### src/bus_if_params.svh
// Constants for the transfer controller bus interface
`ifndef BUS_IF_PARAMS_SVH
`define BUS_IF_PARAMS_SVH
`define CHANNELS 4
`define MODE_BURST 2'b00
`define MODE_RSVD 2'b01
`define MODE_STEAL 2'b10
`define MODE_STEAL_HOLD 2'b11
`define EXC_NONE 3'h0
`define EXC_HALT 3'h2
`define FC_RESET 3'h0
`define VEC_RESET 8'h0f
`endif

### src/bus_if_pkg.sv
// Types shared by the transfer controller bus interface
`default_nettype none
package bus_if_pkg;
  typedef enum logic [1:0] {
    MODE_IDLE = 2'b00,
    MODE_HOST = 2'b01,
    MODE_DMA = 2'b10
  } bus_mode_e;
  typedef enum logic [2:0] {
    ARB_IDLE = 3'b000,
    ARB_REQ = 3'b001,
    ARB_WAIT = 3'b010,
    ARB_OWN = 3'b011,
    ARB_CYCLE = 3'b100
  } arb_state_e;
endpackage : bus_if_pkg
`default_nettype wire

### src/demand_detect.sv
// Per-channel demand detector: falling edge or low level by request mode
`default_nettype none
`include "bus_if_params.svh"
module demand_detect
  import bus_if_pkg::*;
#(
  parameter int CH = 4
)
(
  input wire logic clk,
  input wire logic reset_n,
  input wire logic [CH-1:0] demand_n,
  input wire logic [2*CH-1:0] request_mode,
  input wire logic [CH-1:0] served,
  output logic [CH-1:0] pending
);
  logic [CH-1:0] prev_n;

  // Previous sampled level for edge detection
  always_ff @(posedge clk)
  begin
    if (!reset_n)
      prev_n <= {CH{1'b1}};
    else
      prev_n <= demand_n;
  end

  genvar i;
  generate
    for (i = 0; i < CH; i++)
    begin : g_ch
      logic steal;
      assign steal = request_mode[2*i+1];
      // Cycle steal latches the edge; burst follows the level
      always_ff @(posedge clk)
      begin
        if (!reset_n)
          pending[i] <= 1'b0;
        else if (request_mode[2*i +: 2] == `MODE_RSVD)
          pending[i] <= 1'b0;
        else if (steal)
        begin
          if (prev_n[i] && !demand_n[i])
            pending[i] <= 1'b1; // Set wins over serve, see RULE22
          else if (served[i])
            pending[i] <= 1'b0;
        end
        else
          pending[i] <= !demand_n[i]; // see RULE22
      end
    end
  endgenerate
endmodule : demand_detect
`default_nettype wire

### src/transfer_controller_bus.sv
// Transfer controller system bus interface: modes, strobes, arbitration, vectors
// Operation
// RULE1 - Sample arbitration and host strobes on falling edge
// RULE2 - Sample exceptions, demands, lines, acknowledge on rising
// RULE3 - Modes: host access, DMA, idle
// RULE4 - Multiplex upper address and data, steer demux
// RULE5 - Low address selects registers or drives address
// RULE6 - Access space code driven only in DMA cycles
// RULE7 - Chip select in own cycle: abort, address error
// RULE8 - Address strobe input, output, watched in arbitration
// RULE9 - Pulse upper address latch, float outside DMA
// RULE10 - Master indicator asserted throughout DMA mode
// RULE11 - Buffer direction and enable, float when idle
// RULE12 - Upper lane flag for single-address byte operands
// RULE13 - Read/write input host, output DMA, float idle
// RULE14 - Data strobes select bytes, act as A0
// RULE15 - Acknowledge driven host, monitored DMA, float idle
// RULE16 - Non-halt exception overrides simultaneous acknowledge
// RULE17 - Outside logic encodes exceptions on code inputs
// RULE18 - Own bus after grant, strobe, acknowledge negate
// RULE19 - Drive grant acknowledge as master; sample in limited-rate
// RULE20 - Return highest-priority channel normal or error vector
// RULE21 - Ignore vector fetch unless interrupt asserted
// RULE22 - Demand: falling edge steal, low level burst
// RULE23 - Two-bit mode: 00 burst, 10/11 steal, 01 reserved
`default_nettype none
`include "bus_if_params.svh"
module transfer_controller_bus
  import bus_if_pkg::*;
#(
  parameter int CH = `CHANNELS
)
(
  input wire logic clk,
  input wire logic reset_n,
  // Host side pins, active low except read/write and the output enables, asynchronous
  input wire logic chip_select_n,
  input wire logic vector_fetch_strobe_n,
  input wire logic bus_grant_in_n,
  input wire logic grant_acknowledge_in_n,
  output logic grant_acknowledge_out_n,
  output logic grant_acknowledge_oe,
  output logic bus_request_out_n,
  input wire logic address_strobe_in_n,
  output logic address_strobe_out_n,
  output logic address_strobe_oe,
  input wire logic upper_strobe_in_n,
  input wire logic lower_strobe_in_n,
  output logic upper_strobe_out_n,
  output logic lower_strobe_out_n,
  output logic strobe_oe,
  input wire logic read_write_in,
  output logic read_write_out,
  output logic read_write_oe,
  input wire logic transfer_acknowledge_in_n,
  output logic transfer_acknowledge_out_n,
  output logic transfer_acknowledge_oe,
  input wire logic [2:0] exception_code_n,
  input wire logic [CH-1:0] demand_n,
  input wire logic [CH-1:0] peripheral_line_n,
  // Address and multiplexed lanes
  input wire logic [7:1] low_address_in,
  output logic [7:1] low_address_out,
  output logic low_address_oe,
  input wire logic [15:0] lanes_in,
  output logic [15:0] lanes_out,
  output logic lanes_oe,
  output logic [2:0] access_space_code,
  output logic access_space_oe,
  output logic upper_address_latch_n,
  output logic upper_address_latch_oe,
  output logic master_n,
  output logic master_oe,
  output logic buffer_direction,
  output logic buffer_direction_oe,
  output logic buffer_enable_n,
  output logic buffer_enable_oe,
  output logic upper_lane_flag_n,
  output logic upper_lane_flag_oe,
  output logic interrupt_oe,
  // Core side
  input wire logic [2*CH-1:0] external_demand_style,
  input wire logic [CH-1:0] single_address,
  input wire logic byte_operand,
  input wire logic limited_rate,
  input wire logic [CH-1:0] served,
  input wire logic cycle_start,
  input wire logic cycle_read,
  input wire logic [23:1] cycle_address,
  input wire logic [15:0] cycle_write_data,
  input wire logic [2:0] cycle_space,
  input wire logic release_bus,
  input wire logic [CH-1:0] irq_normal,
  input wire logic [CH-1:0] irq_error,
  input wire logic [8*CH-1:0] normal_vector,
  input wire logic [8*CH-1:0] error_vector,
  input wire logic [15:0] reg_read_data,
  output logic [CH-1:0] pending,
  output logic [7:0] reg_index,
  output logic reg_write,
  output logic [15:0] reg_write_data,
  output logic [1:0] bus_mode,
  output logic cycle_done,
  output logic [15:0] cycle_read_data,
  output logic [2:0] cycle_exception,
  output logic address_error,
  output logic other_dma_master
);
  // Falling-edge synchronisers (two stages) for host and arbitration pins
  logic [7:0] fs1;
  logic [7:0] fs2;
  always_ff @(negedge clk)
  begin
    if (!reset_n)
    begin
      fs1 <= 8'hff;
      fs2 <= 8'hff;
    end
    else
    begin
      fs1 <= {chip_select_n, vector_fetch_strobe_n, bus_grant_in_n,
              grant_acknowledge_in_n, address_strobe_in_n, upper_strobe_in_n,
              lower_strobe_in_n, read_write_in}; // see RULE1
      fs2 <= fs1;
    end
  end
  logic cs;
  logic vf;
  logic grant_seen;
  logic grant_ack_seen;
  logic as_in;
  logic upper_sel;
  logic lower_sel;
  logic rw;
  assign cs = !fs2[7];
  assign vf = !fs2[6];
  assign grant_seen = !fs2[5];
  assign grant_ack_seen = !fs2[4];
  assign as_in = !fs2[3];
  assign upper_sel = !fs2[2];
  assign lower_sel = !fs2[1];
  assign rw = fs2[0];

  // Rising-edge synchronisers for exceptions, demands, lines, acknowledge
  logic [3+2*CH:0] rs1;
  logic [3+2*CH:0] rs2;
  always_ff @(posedge clk)
  begin
    if (!reset_n)
    begin
      rs1 <= '1;
      rs2 <= '1;
    end
    else
    begin
      rs1 <= {exception_code_n, demand_n, peripheral_line_n,
              transfer_acknowledge_in_n}; // see RULE2
      rs2 <= rs1;
    end
  end
  logic [2:0] exc;
  logic [CH-1:0] demand_s;
  logic ack_seen;
  assign exc = ~rs2[3+2*CH -: 3]; // Encoded by outside logic, see RULE17
  assign demand_s = rs2[2*CH:CH+1];
  assign ack_seen = !rs2[0];

  demand_detect #(.CH(CH)) u_demand (
    .clk(clk),
    .reset_n(reset_n),
    .demand_n(demand_s),
    .request_mode(external_demand_style), // see RULE23
    .served(served),
    .pending(pending)
  );

  // Mode and host answer terms, declared early as the sequencer reads host_ds, vector and vf_cycle
  logic dma;
  logic host;
  logic host_ds;
  logic irq;
  logic [7:0] vector;
  logic vf_cycle;

  // Arbitration and DMA cycle sequencing
  arb_state_e state;
  logic [1:0] phase;
  logic cyc_rd;
  logic [2:0] cyc_sp;
  always_ff @(posedge clk)
  begin
    if (!reset_n)
    begin
      state <= ARB_IDLE;
      phase <= 2'h0;
      cyc_rd <= 1'b1;
      cyc_sp <= `FC_RESET;
      cycle_done <= 1'b0;
      cycle_exception <= `EXC_NONE;
      address_error <= 1'b0;
      cycle_read_data <= 16'h0000;
      lanes_out <= 16'h0000;
      low_address_out <= 7'h00;
    end
    else
    begin
      cycle_done <= 1'b0;
      address_error <= 1'b0;
      // Host answers use the lanes only while the bus is not owned
      if (vf_cycle)
        lanes_out <= {8'h00, vector}; // see RULE20
      else if (host_ds && rw)
        lanes_out <= reg_read_data;
      case (state)
        ARB_IDLE:
          if (cycle_start && !cs)
            state <= ARB_REQ;
        ARB_REQ:
          if (grant_seen)
            state <= ARB_WAIT;
        ARB_WAIT:
          if (!as_in && !grant_ack_seen)
            state <= ARB_OWN; // Grant no longer watched after this, see RULE18
        ARB_OWN:
          if (release_bus)
            state <= ARB_IDLE;
          else if (cycle_start)
          begin
            state <= ARB_CYCLE;
            phase <= 2'h0;
            cyc_rd <= cycle_read;
            cyc_sp <= cycle_space;
            low_address_out <= cycle_address[7:1]; // see RULE5
            lanes_out <= cycle_address[23:8]; // see RULE4
          end
        ARB_CYCLE:
        begin
          if (phase != 2'h3)
            phase <= phase + 2'h1;
          if (phase == 2'h1 && !cyc_rd)
            lanes_out <= cycle_write_data; // Data follows the address phase
          if (cs)
          begin
            state <= ARB_OWN; // Own cycle aborted, see RULE7
            address_error <= 1'b1;
            cycle_done <= 1'b1;
          end
          else if (phase == 2'h3 && exc != `EXC_NONE && exc != `EXC_HALT)
          begin
            state <= ARB_OWN; // Exception beats acknowledge, see RULE16
            cycle_exception <= exc;
            cycle_done <= 1'b1;
          end
          else if (phase == 2'h3 && ack_seen)
          begin
            state <= ARB_OWN; // see RULE15
            cycle_exception <= `EXC_NONE;
            cycle_read_data <= lanes_in;
            cycle_done <= 1'b1;
          end
        end
        default:
          state <= ARB_IDLE;
      endcase
    end
  end

  // Mode decode; an answered vector fetch counts as host access
  assign dma = (state == ARB_OWN) || (state == ARB_CYCLE);
  assign host = cs && !dma;
  assign bus_mode = dma ? MODE_DMA : ((host || vf_cycle) ? MODE_HOST : MODE_IDLE); // see RULE3
  assign other_dma_master = limited_rate && grant_ack_seen && !dma; // see RULE19
  assign bus_request_out_n = !(state == ARB_REQ || state == ARB_WAIT);

  logic in_cycle;
  assign in_cycle = state == ARB_CYCLE;
  assign grant_acknowledge_out_n = 1'b0;
  assign grant_acknowledge_oe = dma; // see RULE19
  assign address_strobe_out_n = !(in_cycle && phase != 2'h0); // see RULE8
  assign address_strobe_oe = in_cycle;
  assign upper_strobe_out_n = !(in_cycle && phase[1]);
  assign lower_strobe_out_n = !(in_cycle && phase[1]);
  assign strobe_oe = in_cycle;
  assign read_write_out = cyc_rd; // High read, low write, see RULE13
  assign read_write_oe = dma;
  assign access_space_code = cyc_sp;
  assign access_space_oe = in_cycle; // see RULE6
  assign low_address_oe = in_cycle;
  assign upper_address_latch_n = !(in_cycle && phase == 2'h0); // see RULE9
  assign upper_address_latch_oe = dma;
  assign master_n = 1'b0;
  assign master_oe = dma; // see RULE10
  assign lanes_oe = (in_cycle && (phase == 2'h0 || !cyc_rd)) || vf_cycle || (host_ds && rw);
  assign upper_lane_flag_n = !(byte_operand && cycle_address[1] == 1'b0 &&
                               |single_address); // see RULE12
  assign upper_lane_flag_oe = dma && byte_operand && |single_address;

  // Host register access: strobes stand for A0, see RULE14
  logic [1:0] ack_dly;
  assign host_ds = host && as_in && (upper_sel || lower_sel);
  assign reg_index = {low_address_in, !upper_sel && lower_sel}; // see RULE5
  assign reg_write_data = lanes_in;
  assign reg_write = host_ds && !rw && ack_dly == 2'h1;
  always_ff @(posedge clk)
  begin
    if (!reset_n)
      ack_dly <= 2'h0;
    else if (!host_ds && !vf_cycle)
      ack_dly <= 2'h0;
    else if (ack_dly != 2'h3)
      ack_dly <= ack_dly + 2'h1;
  end

  // Interrupt vector: lowest channel number wins; only while requesting
  assign irq = |(irq_normal | irq_error);
  assign interrupt_oe = irq;
  always_comb
  begin
    vector = `VEC_RESET;
    for (int k = CH - 1; k >= 0; k--)
      if (irq_error[k])
        vector = error_vector[8*k +: 8]; // see RULE20
      else if (irq_normal[k])
        vector = normal_vector[8*k +: 8];
  end
  assign vf_cycle = vf && irq && as_in && !dma; // see RULE21

  // Buffer steering and host answer
  logic host_active;
  assign host_active = host_ds || vf_cycle;
  assign transfer_acknowledge_out_n = !(host_active && ack_dly[1]); // see RULE15
  assign transfer_acknowledge_oe = host || vf_cycle;
  assign buffer_direction = dma ? !cyc_rd : rw; // Low in, high out, see RULE11
  assign buffer_direction_oe = dma || host_active;
  assign buffer_enable_n = !((in_cycle && phase != 2'h0) || host_active);
  assign buffer_enable_oe = dma || host_active;
endmodule : transfer_controller_bus
`default_nettype wire

### config.mk
export PLATFORM = sky130hd
export DESIGN_NAME = transfer_controller_bus
export DESIGN_NICKNAME = d
export VERILOG_FILES = /design/src/bus_if_pkg.sv /design/src/demand_detect.sv /design/src/transfer_controller_bus.sv
export VERILOG_INCLUDE_DIRS = /design/src
export SDC_FILE = /design/constraint.sdc
export NUM_CORES = 1
export LEC_CHECK = 0
export BUFFER_PORTS_ARGS = -buffer_cell sky130_fd_sc_hd__buf_4
export CAP_MARGIN = 30
export CORE_AREA = 2 2 118 120
export CTS_CLUSTER_DIAMETER = 80
export DETAILED_ROUTE_END_ITERATION = 10
export DIE_AREA = 0 0 120 122
export PLACE_DENSITY = 0.72
export SYNTH_ARGS = -nofsm -noshare
export SYNTH_HDL_FRONTEND = slang
export SYNTH_HIERARCHICAL = 1
export SYNTH_SLANG_ARGS = --single-unit
### constraint.sdc
create_clock -name clk -period 2.3 [get_ports clk]
set_input_delay 0.115 -clock clk [delete_from_list [all_inputs] [get_ports clk]]
set_output_delay 0.115 -clock clk [all_outputs]
set_load 0.05 [all_outputs]
---- Word-level counts from Yosys, hierarchy flattened ----
Cells that the tools add are included.
word-level totals
  output and inout bits ................... 105
  input bits .............................. 196
  word-level logic and storage cells ...... 186
  bits in registers ....................... 103
cells by class
  eq/ne operators ......................... 26
  bitwise operators ....................... 6
  $add $sub $neg .......................... 2
  reduce and logical (&&, ||, !) cells .... 84
  mux-type cells .......................... 48
operators by type and width
  kind                                           number
  2-to-1 mux 16 bit                              5
  2-to-1 mux 8 bit                               8
  logical AND 1 bit                              32
  case mux 16 bit (2 select lines)               1
  2-to-1 mux 3 bit                               10
  logical NOT 1 bit                              23
  2-to-1 mux 1 bit                               18
  case mux 3 bit (5 select lines)                1
  != test 2 bit, second input constant           7
  == test 2 x 1 -> 1 bit, second input constant  6
  != test 3 x 1 -> 1 bit, second input constant  4
  logical OR 1 bit                               10
  OR reduction 2 bit                             5
  2-to-1 mux 2 bit                               4
  AND reduction 4 bit                            2
  OR reduction 4 bit                             2
  == test 3 x 2 -> 1 bit, second input constant  2
  AND reduction 3 bit                            2
  nonzero test 2 bit                             3
  AND reduction 5 bit                            1
  adder 2 x 1 -> 2 bit, second input constant    2
  != test 4 x 2 -> 1 bit, second input constant  1
  NOT 1 bit                                      4
  bitwise OR 4 bit                               1
  12 further kinds                               12

---- Longest topological paths before layout ----
  word-level depth ........................ 12
  mapped depth ............................ 9
  depth with buffers taken out ............ 6

---- Cells and area by module ----
Netlist, hierarchy kept.
by module, submodules not included
  module                   area an instance (µm²)  sequential area each (µm²)  instances  cells an instance
  transfer_controller_bus  4361.7                  1741.7                      1          491
  demand_detect            320.3                   160.2                       1          32

==> impl_summary.txt <==
----------------------------------------------------
[Yosys]
  Area share of the largest cell type after synthesis ... 0.406
  Cell area after technology mapping ... 0.00468 sq mm
  Synthesized flop and latch total ... 95
  Cell taking the most area after synthesis ... sky130_fd_sc_hd__dfxtp_1
  Top area cells in the synthesized netlist ... sky130_fd_sc_hd__dfxtp_1 (41%), sky130_fd_sc_hd__mux2i_1 (7.3%), sky130_fd_sc_hd__buf_4 (5.6%), sky130_fd_sc_hd__nand2b_1 (5.3%), sky130_fd_sc_hd__nor2b_1 (5.3%)
  Asr flop ratio synth ... 0
  Most used flip-flop cell after synthesis ... sky130_fd_sc_hd__dfxtp_1
  Syn_area_per_cell ... 8.95 sq um
  Sequential element share of the synthesized area ... 0.406
  Post-synth EDFFs ... 0
  Number of distinct standard cells referenced by the synthesized netlist ... 53
  Count of warnings emitted by yosys ... 6
  Post-synthesis cell count ... 523

[Timing]
  Worst hold slack across all endpoints ... 0.0244 ns
  Number of max-slew violations in the final report ... 0
  PnR worst setup slack ... -0.493 ns
  Final hold violation count ... 0
  Post-Route Setup TNS ... -15.32 ns
  Setup skew after layout ... 0.0584 ns
  Measured slew at the worst slew-check pin ... 0.519 ns
  Relative slew slack ... 0.654
  RSZ-0062 raised after global routing ... yes
  Setup violators final ... 46

[Critical path]
  Path type of the worst setup path ... flip-flop to output pin
  Most numerous cell on the critical path ... sky130_fd_sc_hd__buf_6
  Cell at the slowest stage of the critical path ... sky130_fd_sc_hd__dfxtp_2
  Worst path max stage delay ... 0.31 ns
  Data arrival at the endpoint of the critical path ... 2.68 ns
  Critical path launch point type ... flip-flop
  Type of element capturing the critical path ... output pin
  Top fanout value on the critical path ... 4
  Worst EP required ... 2.18 ns
  Worst reg-to-reg setup slack ... -0.42 ns
  CP Cell Sequence ... buf_6 > nor3_2 > buf_4 > nand2_2 > buf_6 > o21ai_2 > buf_6

[Status]
  Result of the run ... finished, violations left
  Failing checks ... negative setup slack

[Power]
  Static Leak ... 3.77 nW
  IR drop worst, VDD ... 511 uV
  Power per cell area ... 525 mW/mm^2
  Total Power Consumption ... 4.04 mW

[Drt]
  Total vias in the final route ... 4888
  Initial DRC count ... 251
  Detailed-route wire length ... 17.4 mm
  DRC ... 0
  Antenna Nets Post-Route ... 0
  Routed vias/inst ... 4.90
  Total iterations of the first detailed-routing run ... 4
  WL/cell ... 17.5 microns

[Floorplanning]
  Row cnt ... 43
  Starting density of the core ... 0.347
  Core Area ... 0.0135 sq mm
  Full die area ... 0.0146 sq mm
  DIE WIDTH ... 120 microns
  IO Count ... 301
  Die H ... 122 microns

[GRT]
  Via count of the first global-routing pass ... 4978
  GRT Overall Usage ... 0.232
  Initial antenna violation count ... 0
  Overflow after GRT ... 0
  Wire length of the first global-routing pass ... 26.0 mm
  Maximum number of pins on one net before global-route repair ... 47

[Clocking]
  CTS buffer count ... 9
  Source-to-sink clock delay at the later pin of the worst-skew pair ... 0.40 ns
  Clock tree from TritonCTS ... built
  CTS root buf ... sky130_fd_sc_hd__clkbuf_16
  Buffers from clock root to sink, at most ... 2
  Clock edge transition at the registers on the reported setup and hold paths ... 0.07 ns
  Number of levels the H-tree was split into ... 3
  Clock Sinks ... 95

[Place]
  Worst slack at placement ... -0.288 ns
  I/O Buffers ... 280
  Hpwl dp ... 13.7 mm
  Final weighted congestion in routability-driven placement ... 0.897

[Cells and area]
  Synthesis-to-finish area growth ... 64.4%
  Leading cell types in the layout, fill and taps excluded ... sky130_fd_sc_hd__buf_4 (287), sky130_fd_sc_hd__dfxtp_1 (89), sky130_fd_sc_hd__nand2_1 (44)
  Leading cell type in the layout, fill and taps excluded ... sky130_fd_sc_hd__buf_4
  Final net count ... 1014
  N_diodes ... 0
  Fraction of layout instances using a drive strength above 1 ... 0.456

[Flow run]
  Max-cap violation count ... 0

[Hold path]
  Worst min path class ... primary input to flip-flop

----------------------------------------------------
-- per-layer routing --
metal,up-vias,GRT usage,routed length (microns)
li1,2373,-,-
met1,2267,0.243,6330
met2,210,0.428,9220
met3,38,0.0669,1270
met4,0,0.104,621
met5,-,0,0
-- metrics by stage --
stage	instance area [sq um]	std cells	util
floorplan	4800	524	-
global placement	6940	950	0.514
detailed placement	6940	950	0.514
CTS	7590	998	0.562
global route	7700	998	0.570
finish	7700	998	0.570
-- cells by family (layout without fill, tap and decap cells) --
kind of cell / count (synthesis) / in the layout / share of synthesized area
AO/OA/AOI/OAI: 123 / 123 / 0.185
XOR/XNOR: 3 / 3 / 0.00561
flip-flops: 95 / 95 / 0.406
adder cells (fa/ha/maj): 5 / 5 / 0.0134
multiplexers: 35 / 35 / 0.0775
other: 1 / 2 / 0.000801
buffers and inverters: 78 / 372 / 0.0970
AND/OR/NAND/NOR: 183 / 183 / 0.214
-- synthesized netlist by cell type, types with 3 or more instances --
master and count:
sky130_fd_sc_hd__nor2_1 18, sky130_fd_sc_hd__o311a_1 4, sky130_fd_sc_hd__o211ai_1 5, sky130_fd_sc_hd__nor2b_1 40, sky130_fd_sc_hd__a221oi_1 4, sky130_fd_sc_hd__nor3_1 5, sky130_fd_sc_hd__buf_4 35, sky130_fd_sc_hd__nand3_1 4
sky130_fd_sc_hd__a22o_1 7, sky130_fd_sc_hd__o311ai_0 3, sky130_fd_sc_hd__inv_1 15, sky130_fd_sc_hd__and2_1 8, sky130_fd_sc_hd__buf_6 3, sky130_fd_sc_hd__o21ai_0 19, sky130_fd_sc_hd__nand2b_1 40, sky130_fd_sc_hd__buf_2 6
sky130_fd_sc_hd__xor2_1 3, sky130_fd_sc_hd__mux2i_1 34, sky130_fd_sc_hd__o31ai_1 4, sky130_fd_sc_hd__clkbuf_1 18, sky130_fd_sc_hd__ha_1 5, sky130_fd_sc_hd__nor3b_1 4, sky130_fd_sc_hd__a22oi_1 9, sky130_fd_sc_hd__a211oi_1 5
sky130_fd_sc_hd__dfxtp_1 95, sky130_fd_sc_hd__o22ai_1 12, sky130_fd_sc_hd__a21boi_0 12, sky130_fd_sc_hd__a21oi_1 16, sky130_fd_sc_hd__nand2_1 48, sky130_fd_sc_hd__o221ai_1 7, sky130_fd_sc_hd__o21bai_1 5, sky130_fd_sc_hd__a32oi_1 3
-- critical path: cells and delay by family (launching register included) --
kind / cells / cell delay [ns]
buf+inv: 4 / 0.59
flops: 1 / 0.31
compound gates: 1 / 0.05
simple gates: 2 / 0.18
-- state kept, by name (all words and copies together) (netlist names) --
register / flops
cycle_read_data: 16
access_space_code: 3
rs2: 8
ack_dly: 2
u_demand/pending: 4
rs1: 8
phase: 2
fs2: 8
u_demand/prev_n: 4
lanes_out: 16
state: 3
cycle_exception: 3
low_address_out: 7
fs1: 8
address_error: 1
read_write_out: 1
cycle_done: 1
-- final cells by class --
| class | instances | area, sq um |
|---|---|---|
| clock buffer | 9 | 225 |
| clock inverter | 23 | 130 |
| fill | 1238 | 5810 |
| inverter | 15 | 60.1 |
| multi-input combinational | 351 | 2500 |
| sequential | 95 | 1910 |
| tap | 180 | 225 |
| timing repair buffer | 325 | 2640 |
-- repair_timing --
item / 4_1_cts / 5_1_grt
cloned: 1 / 0
gates resized for setup: 39 / 26
pin swaps: 6 / 6
endpoints found under the hold margin: 9 / 0
setup buffers: 7 / 5
setup endpoints to repair: 48 / 52
hold buffers: 9 / 0
-- report_power, final --
group	switching (mW)	total (mW)	leakage, nW	internal (mW)
Sequential	0.0191	1.71	0.772	1.69
Clock	0.760	1.56	0.227	0.802
Combinational	0.384	0.771	2.77	0.387
Total	1.16	4.04	3.77	2.88
-- final timing paths --
path                                   startpoint                         endpoint  cells after the start
worst max-delay path            fs2[3]$_SDFF_NN1_                      bus_mode[0]                      7
worst min-delay path             cycle_address[3]  low_address_out[3]$_SDFFE_PN0P_                      3
worst max register to register  fs2[3]$_SDFF_NN1_         lanes_out[14]$_SDFF_PN0_                      8
worst min register to register  fs1[1]$_SDFF_NN1_                fs2[1]$_SDFF_NN1_                      1
(Power assumes the default switching activity.)
